### src/rtl/sdram_cmd_pkg.sv
/*
 command decode and clock suspend constants for a two-bank 16-bit
 synchronous dram front end.
 assumes: included before the decode modules.
*/
package sdram_cmd_pkg;
   localparam int BANKS      = 2;
   localparam int ADDR_W     = 11;
   localparam int LANES      = 2;
   localparam int AP_BIT     = 10;   // precharge_select_addr_bit position
   localparam int BURST_W    = 4;
   localparam logic [BURST_W-1:0] BURST_LEN_DEF = 4'h4;
   // strobe codes {row, col, write}
   localparam logic [2:0] CODE_MRS = 3'h0;
   localparam logic [2:0] CODE_REF = 3'h1;
   localparam logic [2:0] CODE_PRE = 3'h2;
   localparam logic [2:0] CODE_ACT = 3'h3;
   localparam logic [2:0] CODE_WR  = 3'h4;
   localparam logic [2:0] CODE_RD  = 3'h5;
   localparam logic [2:0] CODE_BST = 3'h6;
   localparam logic [2:0] CODE_NOP = 3'h7;

   typedef enum logic [3:0] {
      CMD_DESEL, CMD_NOP, CMD_ACT, CMD_RD, CMD_WR, CMD_PRE,
      CMD_MRS, CMD_REF, CMD_SREF, CMD_BST
   } cmd_t;

   typedef enum logic [1:0] {
      ST_RUN, ST_SUSPEND, ST_PDOWN, ST_SREF
   } pwr_t;
endpackage

### src/rtl/sdram_core.sv
/*
 command decode, bank state, burst counter and clock suspend logic.
 assumes: one clock, inputs synchronous to clk; the controller keeps
 to bank-state and burst-state legality.
*/
`timescale 1ns/100ps
`default_nettype none
module sdram_core
   import sdram_cmd_pkg::*;
#(
   parameter logic [BURST_W-1:0] BURST_LEN = BURST_LEN_DEF
) (
   // clock and reset
   input  wire logic              clk,
   input  wire logic              resetn,
   input  wire logic              clk_en,
   // command pins
   input  wire logic              chip_select_n,
   input  wire logic              row_strobe_n,
   input  wire logic              col_strobe_n,
   input  wire logic              write_strobe_n,
   input  wire logic              clock_enable,
   input  wire logic              bank_select,
   input  wire logic [ADDR_W-1:0] addr,
   input  wire logic [LANES-1:0]  data_mask,
   // state out
   output logic [BANKS-1:0]       bank_active_r,
   output logic                   burst_busy_r,
   output logic                   burst_write_r,
   output logic                   auto_pre_r,
   output logic [BURST_W-1:0]     burst_step_r,
   output logic                   suspended_r,
   output logic                   power_down_r,
   output logic                   self_refresh_r,
   output logic [LANES-1:0]       write_lane_en_r,
   output logic [LANES-1:0]       read_drive_en_r,
   output logic                   mode_set_r,
   output logic                   refresh_r
);
   logic  cke_prev_r;
   pwr_t  pwr_r;
   cmd_t  cmd;
   logic  run;

   // previous clock enable level
   always_ff @(posedge clk or negedge resetn) begin
      if (!resetn)
         cke_prev_r <= 1'b1;
      else if (clk_en)
         cke_prev_r <= clock_enable;
   end

   sdram_cmd_decode u_dec (
      .chip_select_n  (chip_select_n),
      .row_strobe_n   (row_strobe_n),
      .col_strobe_n   (col_strobe_n),
      .write_strobe_n (write_strobe_n),
      .cke_prev       (cke_prev_r),
      .cke_cur        (clock_enable),
      .cmd            (cmd)
   );

   // commands take effect only while running
   assign run = clk_en && (pwr_r == ST_RUN) && cke_prev_r;

   // power state: suspend, power-down, self refresh
   always_ff @(posedge clk or negedge resetn) begin
      if (!resetn)
         pwr_r <= ST_RUN;
      else if (clk_en) begin
         case (pwr_r)
            ST_RUN:
               if (cke_prev_r && !clock_enable) begin
                  if (cmd == CMD_SREF)
                     pwr_r <= ST_SREF;
                  else if (burst_busy_r || (|bank_active_r))
                     pwr_r <= ST_SUSPEND;
                  else
                     pwr_r <= ST_PDOWN;
               end
            ST_SUSPEND, ST_PDOWN, ST_SREF:
               if (clock_enable)
                  pwr_r <= ST_RUN;
            default: pwr_r <= ST_RUN;
         endcase
      end
   end

   always_ff @(posedge clk or negedge resetn) begin
      if (!resetn) begin
         suspended_r    <= 1'b0;
         power_down_r   <= 1'b0;
         self_refresh_r <= 1'b0;
      end else if (clk_en) begin
         suspended_r    <= (pwr_r == ST_SUSPEND);
         power_down_r   <= (pwr_r == ST_PDOWN);
         self_refresh_r <= (pwr_r == ST_SREF);
      end
   end

   // bank open/close
   always_ff @(posedge clk or negedge resetn) begin
      if (!resetn)
         bank_active_r <= '0;
      else if (run) begin
         if (cmd == CMD_ACT)
            bank_active_r[bank_select] <= 1'b1;
         else if (cmd == CMD_PRE) begin
            if (addr[AP_BIT])
               bank_active_r <= '0;
            else
               bank_active_r[bank_select] <= 1'b0;
         end else if (burst_busy_r && auto_pre_r && !(|burst_step_r))
            bank_active_r <= '0;
      end
   end

   // burst counter; frozen when not running, nop keeps it going
   always_ff @(posedge clk or negedge resetn) begin
      if (!resetn) begin
         burst_busy_r  <= 1'b0;
         burst_write_r <= 1'b0;
         auto_pre_r    <= 1'b0;
         burst_step_r  <= '0;
      end else if (run) begin
         if (cmd == CMD_RD || cmd == CMD_WR) begin
            burst_busy_r  <= 1'b1;
            burst_write_r <= (cmd == CMD_WR);
            auto_pre_r    <= addr[AP_BIT];
            burst_step_r  <= BURST_LEN - 4'h1;
         end else if (cmd == CMD_BST || cmd == CMD_PRE) begin
            burst_busy_r <= 1'b0;
            burst_step_r <= '0;
         end else if (burst_busy_r) begin
            if (burst_step_r == '0)
               burst_busy_r <= 1'b0;
            else
               burst_step_r <= burst_step_r - 4'h1;
         end
      end
   end

   // byte lane gating
   always_ff @(posedge clk or negedge resetn) begin
      if (!resetn) begin
         write_lane_en_r <= '0;
         read_drive_en_r <= '0;
      end else if (clk_en) begin
         write_lane_en_r <= (run && (|bank_active_r)) ? ~data_mask : '0;
         read_drive_en_r <= (run && (|bank_active_r)) ? ~data_mask : '0;
      end
   end

   // one-cycle command pulses
   always_ff @(posedge clk or negedge resetn) begin
      if (!resetn) begin
         mode_set_r <= 1'b0;
         refresh_r  <= 1'b0;
      end else if (clk_en) begin
         mode_set_r <= run && (cmd == CMD_MRS);
         refresh_r  <= run && (cmd == CMD_REF);
      end
   end
endmodule
`default_nettype wire

### src/rtl/sdram_cmd_decode.sv
/*
 combinational command decoder from chip select and strobes.
 assumes: output sampled on the clock edge by the caller.
*/
`timescale 1ns/100ps
`default_nettype none
module sdram_cmd_decode
   import sdram_cmd_pkg::*;
(
   // strobes
   input  wire logic chip_select_n,
   input  wire logic row_strobe_n,
   input  wire logic col_strobe_n,
   input  wire logic write_strobe_n,
   // clock enable pair
   input  wire logic cke_prev,
   input  wire logic cke_cur,
   // result
   output cmd_t      cmd
);
   always_comb begin
      cmd = CMD_DESEL;
      if (!chip_select_n && cke_prev) begin
         case ({row_strobe_n, col_strobe_n, write_strobe_n})
            CODE_ACT: cmd = CMD_ACT;
            CODE_RD:  cmd = CMD_RD;
            CODE_WR:  cmd = CMD_WR;
            CODE_PRE: cmd = CMD_PRE;
            CODE_MRS: cmd = CMD_MRS;
            CODE_REF: cmd = cke_cur ? CMD_REF : CMD_SREF;
            CODE_BST: cmd = CMD_BST;
            default:  cmd = CMD_NOP;
         endcase
      end
   end
endmodule
`default_nettype wire

### config.mk
export PLATFORM = sky130hd
export DESIGN_NAME = sdram_core
export DESIGN_NICKNAME = d
export VERILOG_FILES = /design/src/rtl/sdram_cmd_pkg.sv /design/src/rtl/sdram_core.sv /design/src/rtl/sdram_cmd_decode.sv
export SDC_FILE = /design/constraint.sdc
export NUM_CORES = 1
export LEC_CHECK = 0
export BUFFER_PORTS_ARGS = -buffer_cell sky130_fd_sc_hd__buf_2
export CAP_MARGIN = 10
export CORE_MARGIN = 1
export CORE_UTILIZATION = 47
export CTS_CLUSTER_DIAMETER = 200
export DETAILED_ROUTE_END_ITERATION = 16
export PLACE_DENSITY_LB_ADDON = 0.05
export SYNTH_ARGS = -nofsm -noshare
export SYNTH_HDL_FRONTEND = slang
export SYNTH_SLANG_ARGS = --single-unit
export TNS_END_PERCENT = 20
### constraint.sdc
create_clock -name clk -period 2.15 [get_ports clk]
set_input_delay 0.43 -clock clk [delete_from_list [all_inputs] [get_ports clk]]
set_output_delay 0.43 -clock clk [all_outputs]
set_load 0.02 [all_outputs]
### Word-level counts from Yosys, hierarchy flattened

Index checks and enable logic that the tools add are counted.

* order comparisons: 2
* muxes and demuxes: 23
* reduce and logical (&&, ||, !) cells: 28
* bitwise gates (word level): 4
* eq/ne operators: 20
* $add $sub $neg: 1

Operators by type and width (count)
* $pmux W4 S7: 1
* $mux W4: 6
* $mux W2: 9
* $eq A4 B3 Y1 const B: 4
* $logic_and A1 B1 Y1: 10
* $eq A3 B3 Y1 const B: 3
* $eq A4 B2 Y1 const B: 2
* $eq A4 B4 Y1 const B: 2
* $eq A3 B2 Y1 const B: 2
* $reduce_and A3 Y1: 2
* $reduce_bool A3 Y1: 2
* $mux W1: 5
* $eq A2 B2 Y1 const B: 2
* $logic_not A4 Y1: 1
* $not A2 Y2: 2
* $pmux W2 S2: 1
* $reduce_and A2 Y1: 2
* $reduce_or A4 Y1: 1
* $sub A4 B1 Y4 const B: 1
* $eq A3 B1 Y1 const B: 1
* $logic_not A1 Y1: 3
* $logic_not A3 Y1: 1
* $logic_or A1 B1 Y1: 3
* $ne A3 B3 Y1 const B: 1
* other kinds (11): 11

* output and inout bits: 18
* bits in registers: 19

### Logic depth before layout (Yosys ltp)

Gate-level depths: netlist of the first run.

* depth in word-level cells: 9
* mapped depth: 6
* depth with buffers taken out: 6

### Modules after synthesis

Synthesis of the first run repeated with hierarchy kept, for this count alone.

* cell total of the unflattened synthesis: 129
* area total of the unflattened synthesis: 1214.9 µm²

Modules (own cells, without submodules)
* sdram_core: cells an instance 115, area an instance 1101.1 µm², times used 1
* sdram_cmd_decode: cells an instance 14, area an instance 113.9 µm², times used 1

### Least setup slack after synthesis of the first run

Ideal clock, no wire load.

* path type: reg-to-reg
* from: register burst_step_r[0]
* to: register burst_step_r[0]
* buffers on the path: 0
* required time: 2.022 ns
* setup slack: 0.395 ns
* stages on the path, launching flop included: 7
* arrival time: 1.627 ns
* cells stage by stage: dfrtp_1 inv_1 ha_1 or3b_2 nand2_1 a21oi_2 mux2_1

* word-level cells in the longest chain between the ends: 5
* elaborated cells between the ends (all ways): 8
* those cells by class: add/sub (1); eq/ne (1); mux (4); reduce/logical (2)

RTL lines
* start, declared: line sdram_core.sv:31 `output logic [BURST_W-1:0] burst_step_r,`
* start signal, assigned: line sdram_core.sv:130 `burst_step_r <= BURST_LEN - 4'h1;`
* start signal, assigned: line sdram_core.sv:138 `burst_step_r <= burst_step_r - 4'h1;`
* $sub A4 B1 Y4: line sdram_core.sv:138
* $mux W4: line sdram_core.sv:135 `if (burst_step_r == '0)`
* $mux W4: line sdram_core.sv:134 `end else if (burst_busy_r) begin`
* $mux W4: line sdram_core.sv:131 `end else if (cmd == CMD_BST || cmd == CMD_PRE) begin`
* $mux W4: line sdram_core.sv:126 `if (cmd == CMD_RD || cmd == CMD_WR) begin`

Several ways; a longest one is shown, not always the timed one. The select of a mux whose other input is x is not followed.
A chain may end at the register's enable or synchronous reset.

### Worst setup path in the final report of the first run

Ends and elaborated chain as after synthesis.

==> flow_summary.toml, run 1 <==
[outcome]
outcome = "finished, final reports clean"

[detailed_routing]
ant_nets = 0
via_count = 868
drt-initial-drc-count = 20
wl_per_cell_um = 13.7
drt_pass1_iterations = 5
drc = 0
via_per_inst = 5.56
finalWirelength_um = 2130

[clocking]
htreeDepth = 1
clockBufferDepth = 2
cts_setup_buffers = 0
cts_root_buffer = "clkbuf_4"
hold_buffers = 0
cts_buffers = 3
cts_resized = 0
tritoncts = "built"
clock_sinks = 19
clock_latency_ns = 0.31
clk_pin_slew_ns = 0.12

[power_and_ir_drop]
p_sw_share_pct = 42.4
p_total_mw = 1.44
p_per_area_nw_per_um2 = 1180
power.internal_mw = 0.828
ir_worst_vdd_mv = 0.695
seqPwrFrac_pct = 42.6
p_sw_mw = 0.610
leakagePower_nw = 0.571
combPwrFrac_pct = 44.1
clockPowerShare_pct = 13.4

[floorplan]
num_io_pins = 40
start_util_pct = 51.4
die_h_um = 49.0
core_um2 = 2020
die_w_um = 49.0
rows = 16
dieArea_um2 = 2400

[synth]
yosys.area.top_type = "dfrtp_1"
syn-mean-instance-area_um2 = 10.4
syn_area_um2 = 1040
postSynth.asyncResetShare_pct = 100
ys.flop_type = "dfrtp_1"
synth.top_cell.area_share_pct = 43.4
syn-instance-count = 100
synth_nets = 124
synth_most_common_cell = "dfrtp_1"
synth_edf_count = 0
synth_seq_cells = 19
ys_top_cells_by_count = "dfrtp_1, o21ai_0, inv_1, nand2_1"
synth_cell_type_count = 35
ys.warnings.count = 0
synthTopCellsByArea = "dfrtp_1, o21ai_0, a22o_1, o2bb2ai_1, inv_1"
ys_seq_area_share_pct = 45.9

[global_routing]
grt_overflow = 0
antenna_found_initial = 0
grt_max_degree = 20
grt_pass1_vias = 859
grt_pass1_wl_um = 3730
grtUsageTotal_pct = 20.3

[critical_path]
reg2reg_slack_ns = 0.41
cp_num_buf_inv = 1
crit_type = "register to register"
r2r_start = "burst_step_r[0]$_DFFE_PN0P_"
critPathRequiredTime_ns = 2.35
cp_slowest_cell = "or3b_2"
worstSetupPathDepth = 6
regToRegEndpoint = "burst_step_r[0]$_DFFE_PN0P_"
cp_cell_sequence = "inv_1 -> ha_1 -> or3b_2 -> nand2_1 -> a21oi_2 -> mux2_1"
worstSetupEndpointType = "register"
reg2reg_depth = 6
critical_path.max_fanout = 5
cp_top_family = "simple AND/OR/NAND/NOR gates"
cp.arrival_ns = 1.94
cp-start-kind = "register"
critPathMaxStageDelay_ns = 0.47

[worst_hold_path]
min_path_type = "primary input to asynchronous set/reset pin"

[timing]
fmax_ghz = 0.576
rsz0062_at_grt = "no"
hold_viol = 0
tightestPinTransition_ns = 0.420
slew_headroom_pct = 71.6
setup_viol = 0
fin_setup_tns_ns = 0
fin_skew_ns = 0.00217
slew_violations = 0
finalCritPeriodShare_pct = 80.8
period_minus_slack_ns = 1.74

[cells_and_area]
areaGrowthSynthToFinish_pct = 17.7
nNetsFinal = 154
antenna_cells = 0
final_layout_size_suffix_gt1_share_pct = 32.6

[placed_design]
dpl.hpwl_um = 1590
finalWeightedCongestion = 0.815
portBuffers = 29

[job]
drv_cap = 0
==> layout make-up <==
cell class                 instances  area (um2)
clock inverter                     1        7.51
sequential                        19         477
clock buffer                       3        22.5
tap                               27        33.8
multi-input combinational         69         507
timing repair buffer              29         145
inverter                           8        30.0
fill                             186         800
==> layout by cell type, fill, tap and decap left out, types with 2 or more instances in the layout <==
cell / count
a22o_1: 4
o2bb2ai_1: 4
mux2_1: 2
or3b_2: 2
o21bai_1: 3
ha_1: 2
inv_1: 8
nor3b_1: 2
o21ai_0: 10
nand3_1: 4
clkbuf_4: 3
buf_2: 29
nand2b_1: 2
nor3_1: 2
nand2_1: 6
dfrtp_1: 18
nand3b_1: 3
nor2_1: 3
mux2i_1: 2
a21oi_1: 4
==> power groups by stage <==
| stage | sequential, mW | combinational (mW) | clock, mW |
|---|---|---|---|
| 5_1_grt | 0.638 | 0.697 | 0.219 |
| 3_5_place_dp | 0.619 | 0.636 | 0 |
| 6_report | 0.612 | 0.634 | 0.192 |
| 4_1_cts | 0.613 | 0.638 | 0.203 |
| 3_3_place_gp | 0.613 | 0.623 | 0 |
| 2_1_floorplan | 0.721 | 0.331 | 0 |
==> cell families after synthesis <==
kind of cell / synth area share, %
AOI/OAI and AO/OA: 19.3
adders and majority gates: 2.41
buffers and inverters: 5.30
DFF: 45.9
muxes: 5.18
and+or+nand+nor: 21.9
==> how the worst max path moves through the flow <==
stage | end | slack [ns] | startpoint
after floorplan | burst_step_r[0]$_DFFE_PN0P_ | 0.40 | burst_step_r[0]$_DFFE_PN0P_
after global placement | burst_step_r[0]$_DFFE_PN0P_ | 0.43 | burst_step_r[0]$_DFFE_PN0P_
after detailed placement | burst_step_r[0]$_DFFE_PN0P_ | 0.43 | burst_step_r[0]$_DFFE_PN0P_
after CTS | burst_step_r[0]$_DFFE_PN0P_ | 0.41 | burst_step_r[0]$_DFFE_PN0P_
after global routing | bank_active_r[1]$_DFFE_PN0P_ | 0.31 | cke_prev_r$_DFFE_PN1P_
final | burst_step_r[0]$_DFFE_PN0P_ | 0.41 | burst_step_r[0]$_DFFE_PN0P_
==> metal layers <==
metal  track usage, %  wire (um)  up-vias
li1                 -          -      422
met3             1.87        106        6
met4             11.8         48        0
met1             26.4        955      409
met5                0          0        -
met2             33.1       1020       31
==> sequential cells by signal, summed over array words and instances, names as in the netlist <==
register,flops
burst_busy_r,1
burst_write_r,1
self_refresh_r,1
mode_set_r,1
pwr_r,2
cke_prev_r,1
auto_pre_r,1
bank_active_r,2
burst_step_r,4
read_drive_en_r,2
suspended_r,1
power_down_r,1
refresh_r,1
==> stage by stage <==
| stage | instances | hold WS (ns) | util (%) | setup slack [ns] | cell area, um2 |
|---|---|---|---|---|---|
| after floorplan | 100 | 0.134 | - | 0.395 | 1040 |
| after global placement | 152 | 0.383 | 59.0 | 0.425 | 1190 |
| after detailed placement | 152 | 0.391 | 59.0 | 0.429 | 1190 |
| after CTS | 156 | 0.0405 | 60.5 | 0.407 | 1220 |
| after global routing | 156 | 0.0494 | 60.5 | 0.306 | 1220 |
| final | 156 | 0.0465 | 60.5 | 0.413 | 1220 |
Note: power is estimated with default switching activity, not from simulation.
==> run 2, diff against run 1 <==
ABC_AREA = 1   (was default)
CORE_UTILIZATION = 50   (was 47)
clock period = 1.7 ns   (was 2.15 ns; I/O delays follow)
==> run 2 against run 1 <==
  * The run now ends with negative setup slack left
  * Maximum frequency increased by 0.60%
  * Area after synthesis increased by 19%
  * Global-route usage increased by 3.0 points
  * Sequential share of layout area decreased by 7.2 points
  * Sequential power increased by 1%
  * Critical path depth increased by 4
  * Clock skew increased by 0.0017 ns
  * Synthesized cell count increased by 60%
  * Cell count increased by 44%
  * Setup slack got worse by 0.44 ns
  * Design area increased by 23%
  * Clock-buffer cell count increased by 1
  * Critical endpoint is now burst_step_r[3]$_DFFE_PN0P_
  * Largest cell class unchanged
==> flow_summary.toml, run 2 <==
[synth]
synth_nets = 184
ys_top_cells_by_count = "nand2_1, dfrtp_1, inv_1"
synthMuxAreaShare_pct = 0
syn-instance-count = 160
yosys.area.top_type = "dfrtp_1"
syn_area_um2 = 1240
synth.top_cell.area_share_pct = 36.3
ys.warnings.count = 0
ys.flop_type = "dfrtp_1"
synth_seq_cells = 19
synth_compound_area_share_pct = 9.69
syn-mean-instance-area_um2 = 7.75
synth_edf_count = 0
ys_seq_area_share_pct = 38.4
synth_top_family_by_area = "simple AND/OR/NAND/NOR gates"
synth-xor-area-share_pct = 1.41
postSynth.asyncResetShare_pct = 100
synth_cell_type_count = 29
synthTopCellsByArea = "dfrtp_1, nand2_1, inv_1, nand3_1, o21ai_0"
yosys.area_share.simple_pct = 41.1
synth_most_common_cell = "nand2_1"
synthAdderAreaFrac_pct = 2.02

[cells_and_area]
nNetsFinal = 221
largest_reg_flops = 4
instances_no_fill = 224
layout_commonest_cell = "nand2_1"
areaGrowthSynthToFinish_pct = 21.0
antenna_cells = 0
final_area_um2 = 1500
most-common-layout-cells = "nand2_1, buf_2, dfrtp_1"
final_layout_size_suffix_gt1_share_pct = 34.2
regMostFlops = "burst_step_r"

[global_routing]
antenna_found_initial = 0
grt_max_degree = 20
grt_pass1_wl_um = 4540
grt_overflow = 0
grt_pass1_vias = 1089
grtUsageTotal_pct = 23.3

[clocking]
clock_latency_ns = 0.30
cts_buffers = 3
htreeDepth = 1
clk_pin_slew_ns = 0.11
cts_root_buffer = "clkbuf_4"
clock_sinks = 19
clockBufferDepth = 2
tritoncts = "built"

[timing]
slew_violations = 0
fmax_ghz = 0.579
tightestPinTransition_ns = 0.541
whs_ns = 0.217
fin_skew_ns = 0.00391
slew_headroom_pct = 63.9
period_minus_slack_ns = 1.73
setup_ws_ns = -0.0269
setup_viol = 5
finalCritPeriodShare_pct = 102
rsz0062_at_grt = "yes"
hold_viol = 0

[power_and_ir_drop]
leakagePower_nw = 0.840
p_total_mw = 1.58
p_per_area_nw_per_um2 = 1060
ir_worst_vdd_mv = 0.891

[floorplan]
die_h_um = 51.8
die_w_um = 51.8
dieArea_um2 = 2680
rows = 17
start_util_pct = 54.5
num_io_pins = 40
core_um2 = 2280

[critical_path]
worstSetupEndpointType = "register"
cp_cell_sequence = "inv_2 -> nor2_4 -> buf_4 -> inv_1 -> a21oi_2 -> nand3_2 -> nand4_4 -> nand2_4 -> nand2_1 -> nand2_1"
critical_path.max_fanout = 5
cp_slowest_cell = "dfstp_2"
cp_common_cell = "nand2_1"
crit_type = "register to register"
critPathRequiredTime_ns = 1.90
reg2reg_slack_ns = -0.03
critPathMaxStageDelay_ns = 0.55
cp-start-kind = "register"
cp.arrival_ns = 1.93

[detailed_routing]
wl_per_cell_um = 11.3
finalWirelength_um = 2530
drt_pass1_iterations = 4
via_per_inst = 5.17
ant_nets = 0
drc = 0
drt-initial-drc-count = 14
via_count = 1157

[placed_design]
dpl.hpwl_um = 2010
placed_cell_area_um2 = 1420
placed_cells = 217
place_ws_ns = 0.00998
finalWeightedCongestion = 0.793
portBuffers = 29

[worst_hold_path]
min_path_type = "primary input to register"

[outcome]
outcome = "finished with violations"
violations = "negative setup slack"

[job]
drv_cap = 0
## run 2: cell count changes after synthesis, sizes merged, moves of 4 or more
cell     previous run  this run
nand2               6        57
a21oi               5         1
inv                 8        18
nor2                3        16
nand3               4        13
o2bb2ai             4         0
a22o                4         0
nand4               0         4
## run 2: area by class of cell
type	count	area, um2
Multi-Input combinational cell	119	698
Inverter	19	71.3
Sequential cell	19	477
Timing Repair Buffer	35	193
Clock buffer	4	26.3
Fill cell	212	776
Tap cell	28	35.0
## run 2: worst paths after layout
kind	start	to	depth (start not counted)
worst min-delay path	data_mask[0]	read_drive_en_r[0]$_DFFE_PN0P_	2
worst max-delay path	cke_prev_r$_DFFE_PN1P_	burst_step_r[3]$_DFFE_PN0P_	10
min in group asynchronous	resetn	power_down_r$_DFFE_PN0P_	2
worst min register to register	pwr_r[1]$_DFFE_PN0P_	suspended_r$_DFFE_PN0P_	1
max in group asynchronous	resetn	cke_prev_r$_DFFE_PN1P_	2
worst max register to register	cke_prev_r$_DFFE_PN1P_	burst_step_r[3]$_DFFE_PN0P_	10
## run 2: worst max-delay path, delay by kind of cell (launching register included)
family | cells | cell delay [ns]
AND/OR/NAND/NOR | 6 | 0.70
buffers and inverters | 3 | 0.23
flip-flops | 1 | 0.55
AO/OA/AOI/OAI | 1 | 0.15
## run 2: cell families after synthesis
| group | Yosys count |
|---|---|
| AOI/OAI and AO/OA | 20 |
| xor gates and xnor gates | 2 |
| adders and majority gates | 2 |
| buffers and inverters | 22 |
| DFF | 19 |
| and+or+nand+nor | 95 |
## run 2: routing by layer
layer  GRT usage (%)  vias up  share of wire (%)
met4            9.91        0                1.5
met2            42.2       26                 50
met3            3.51        5                3.1
li1                -      587                  -
met1            27.1      539                 46
met5               0        -                  0
## run 2: repair_timing
action	4_1_cts	5_1_grt
hold buffers	1	0
hold endpoints to repair	18	0
resized for setup	0	9
setup buffers	0	2
pin swaps	1	7
setup endpoints to repair	2	9
## run 2: power by group
part	switching (mW)	internal, mW
Clock	0.141	0.0916
Combinational	0.445	0.288
Sequential	0.0825	0.536
## run 2: per-stage QoR
stage	setup TNS, ns	util (%)
final	-0.0939	65.9
after global routing	-1.14	65.9
after CTS	0	64.1
after detailed placement	0	62.5
after global placement	0	62.5
after floorplan	0	-
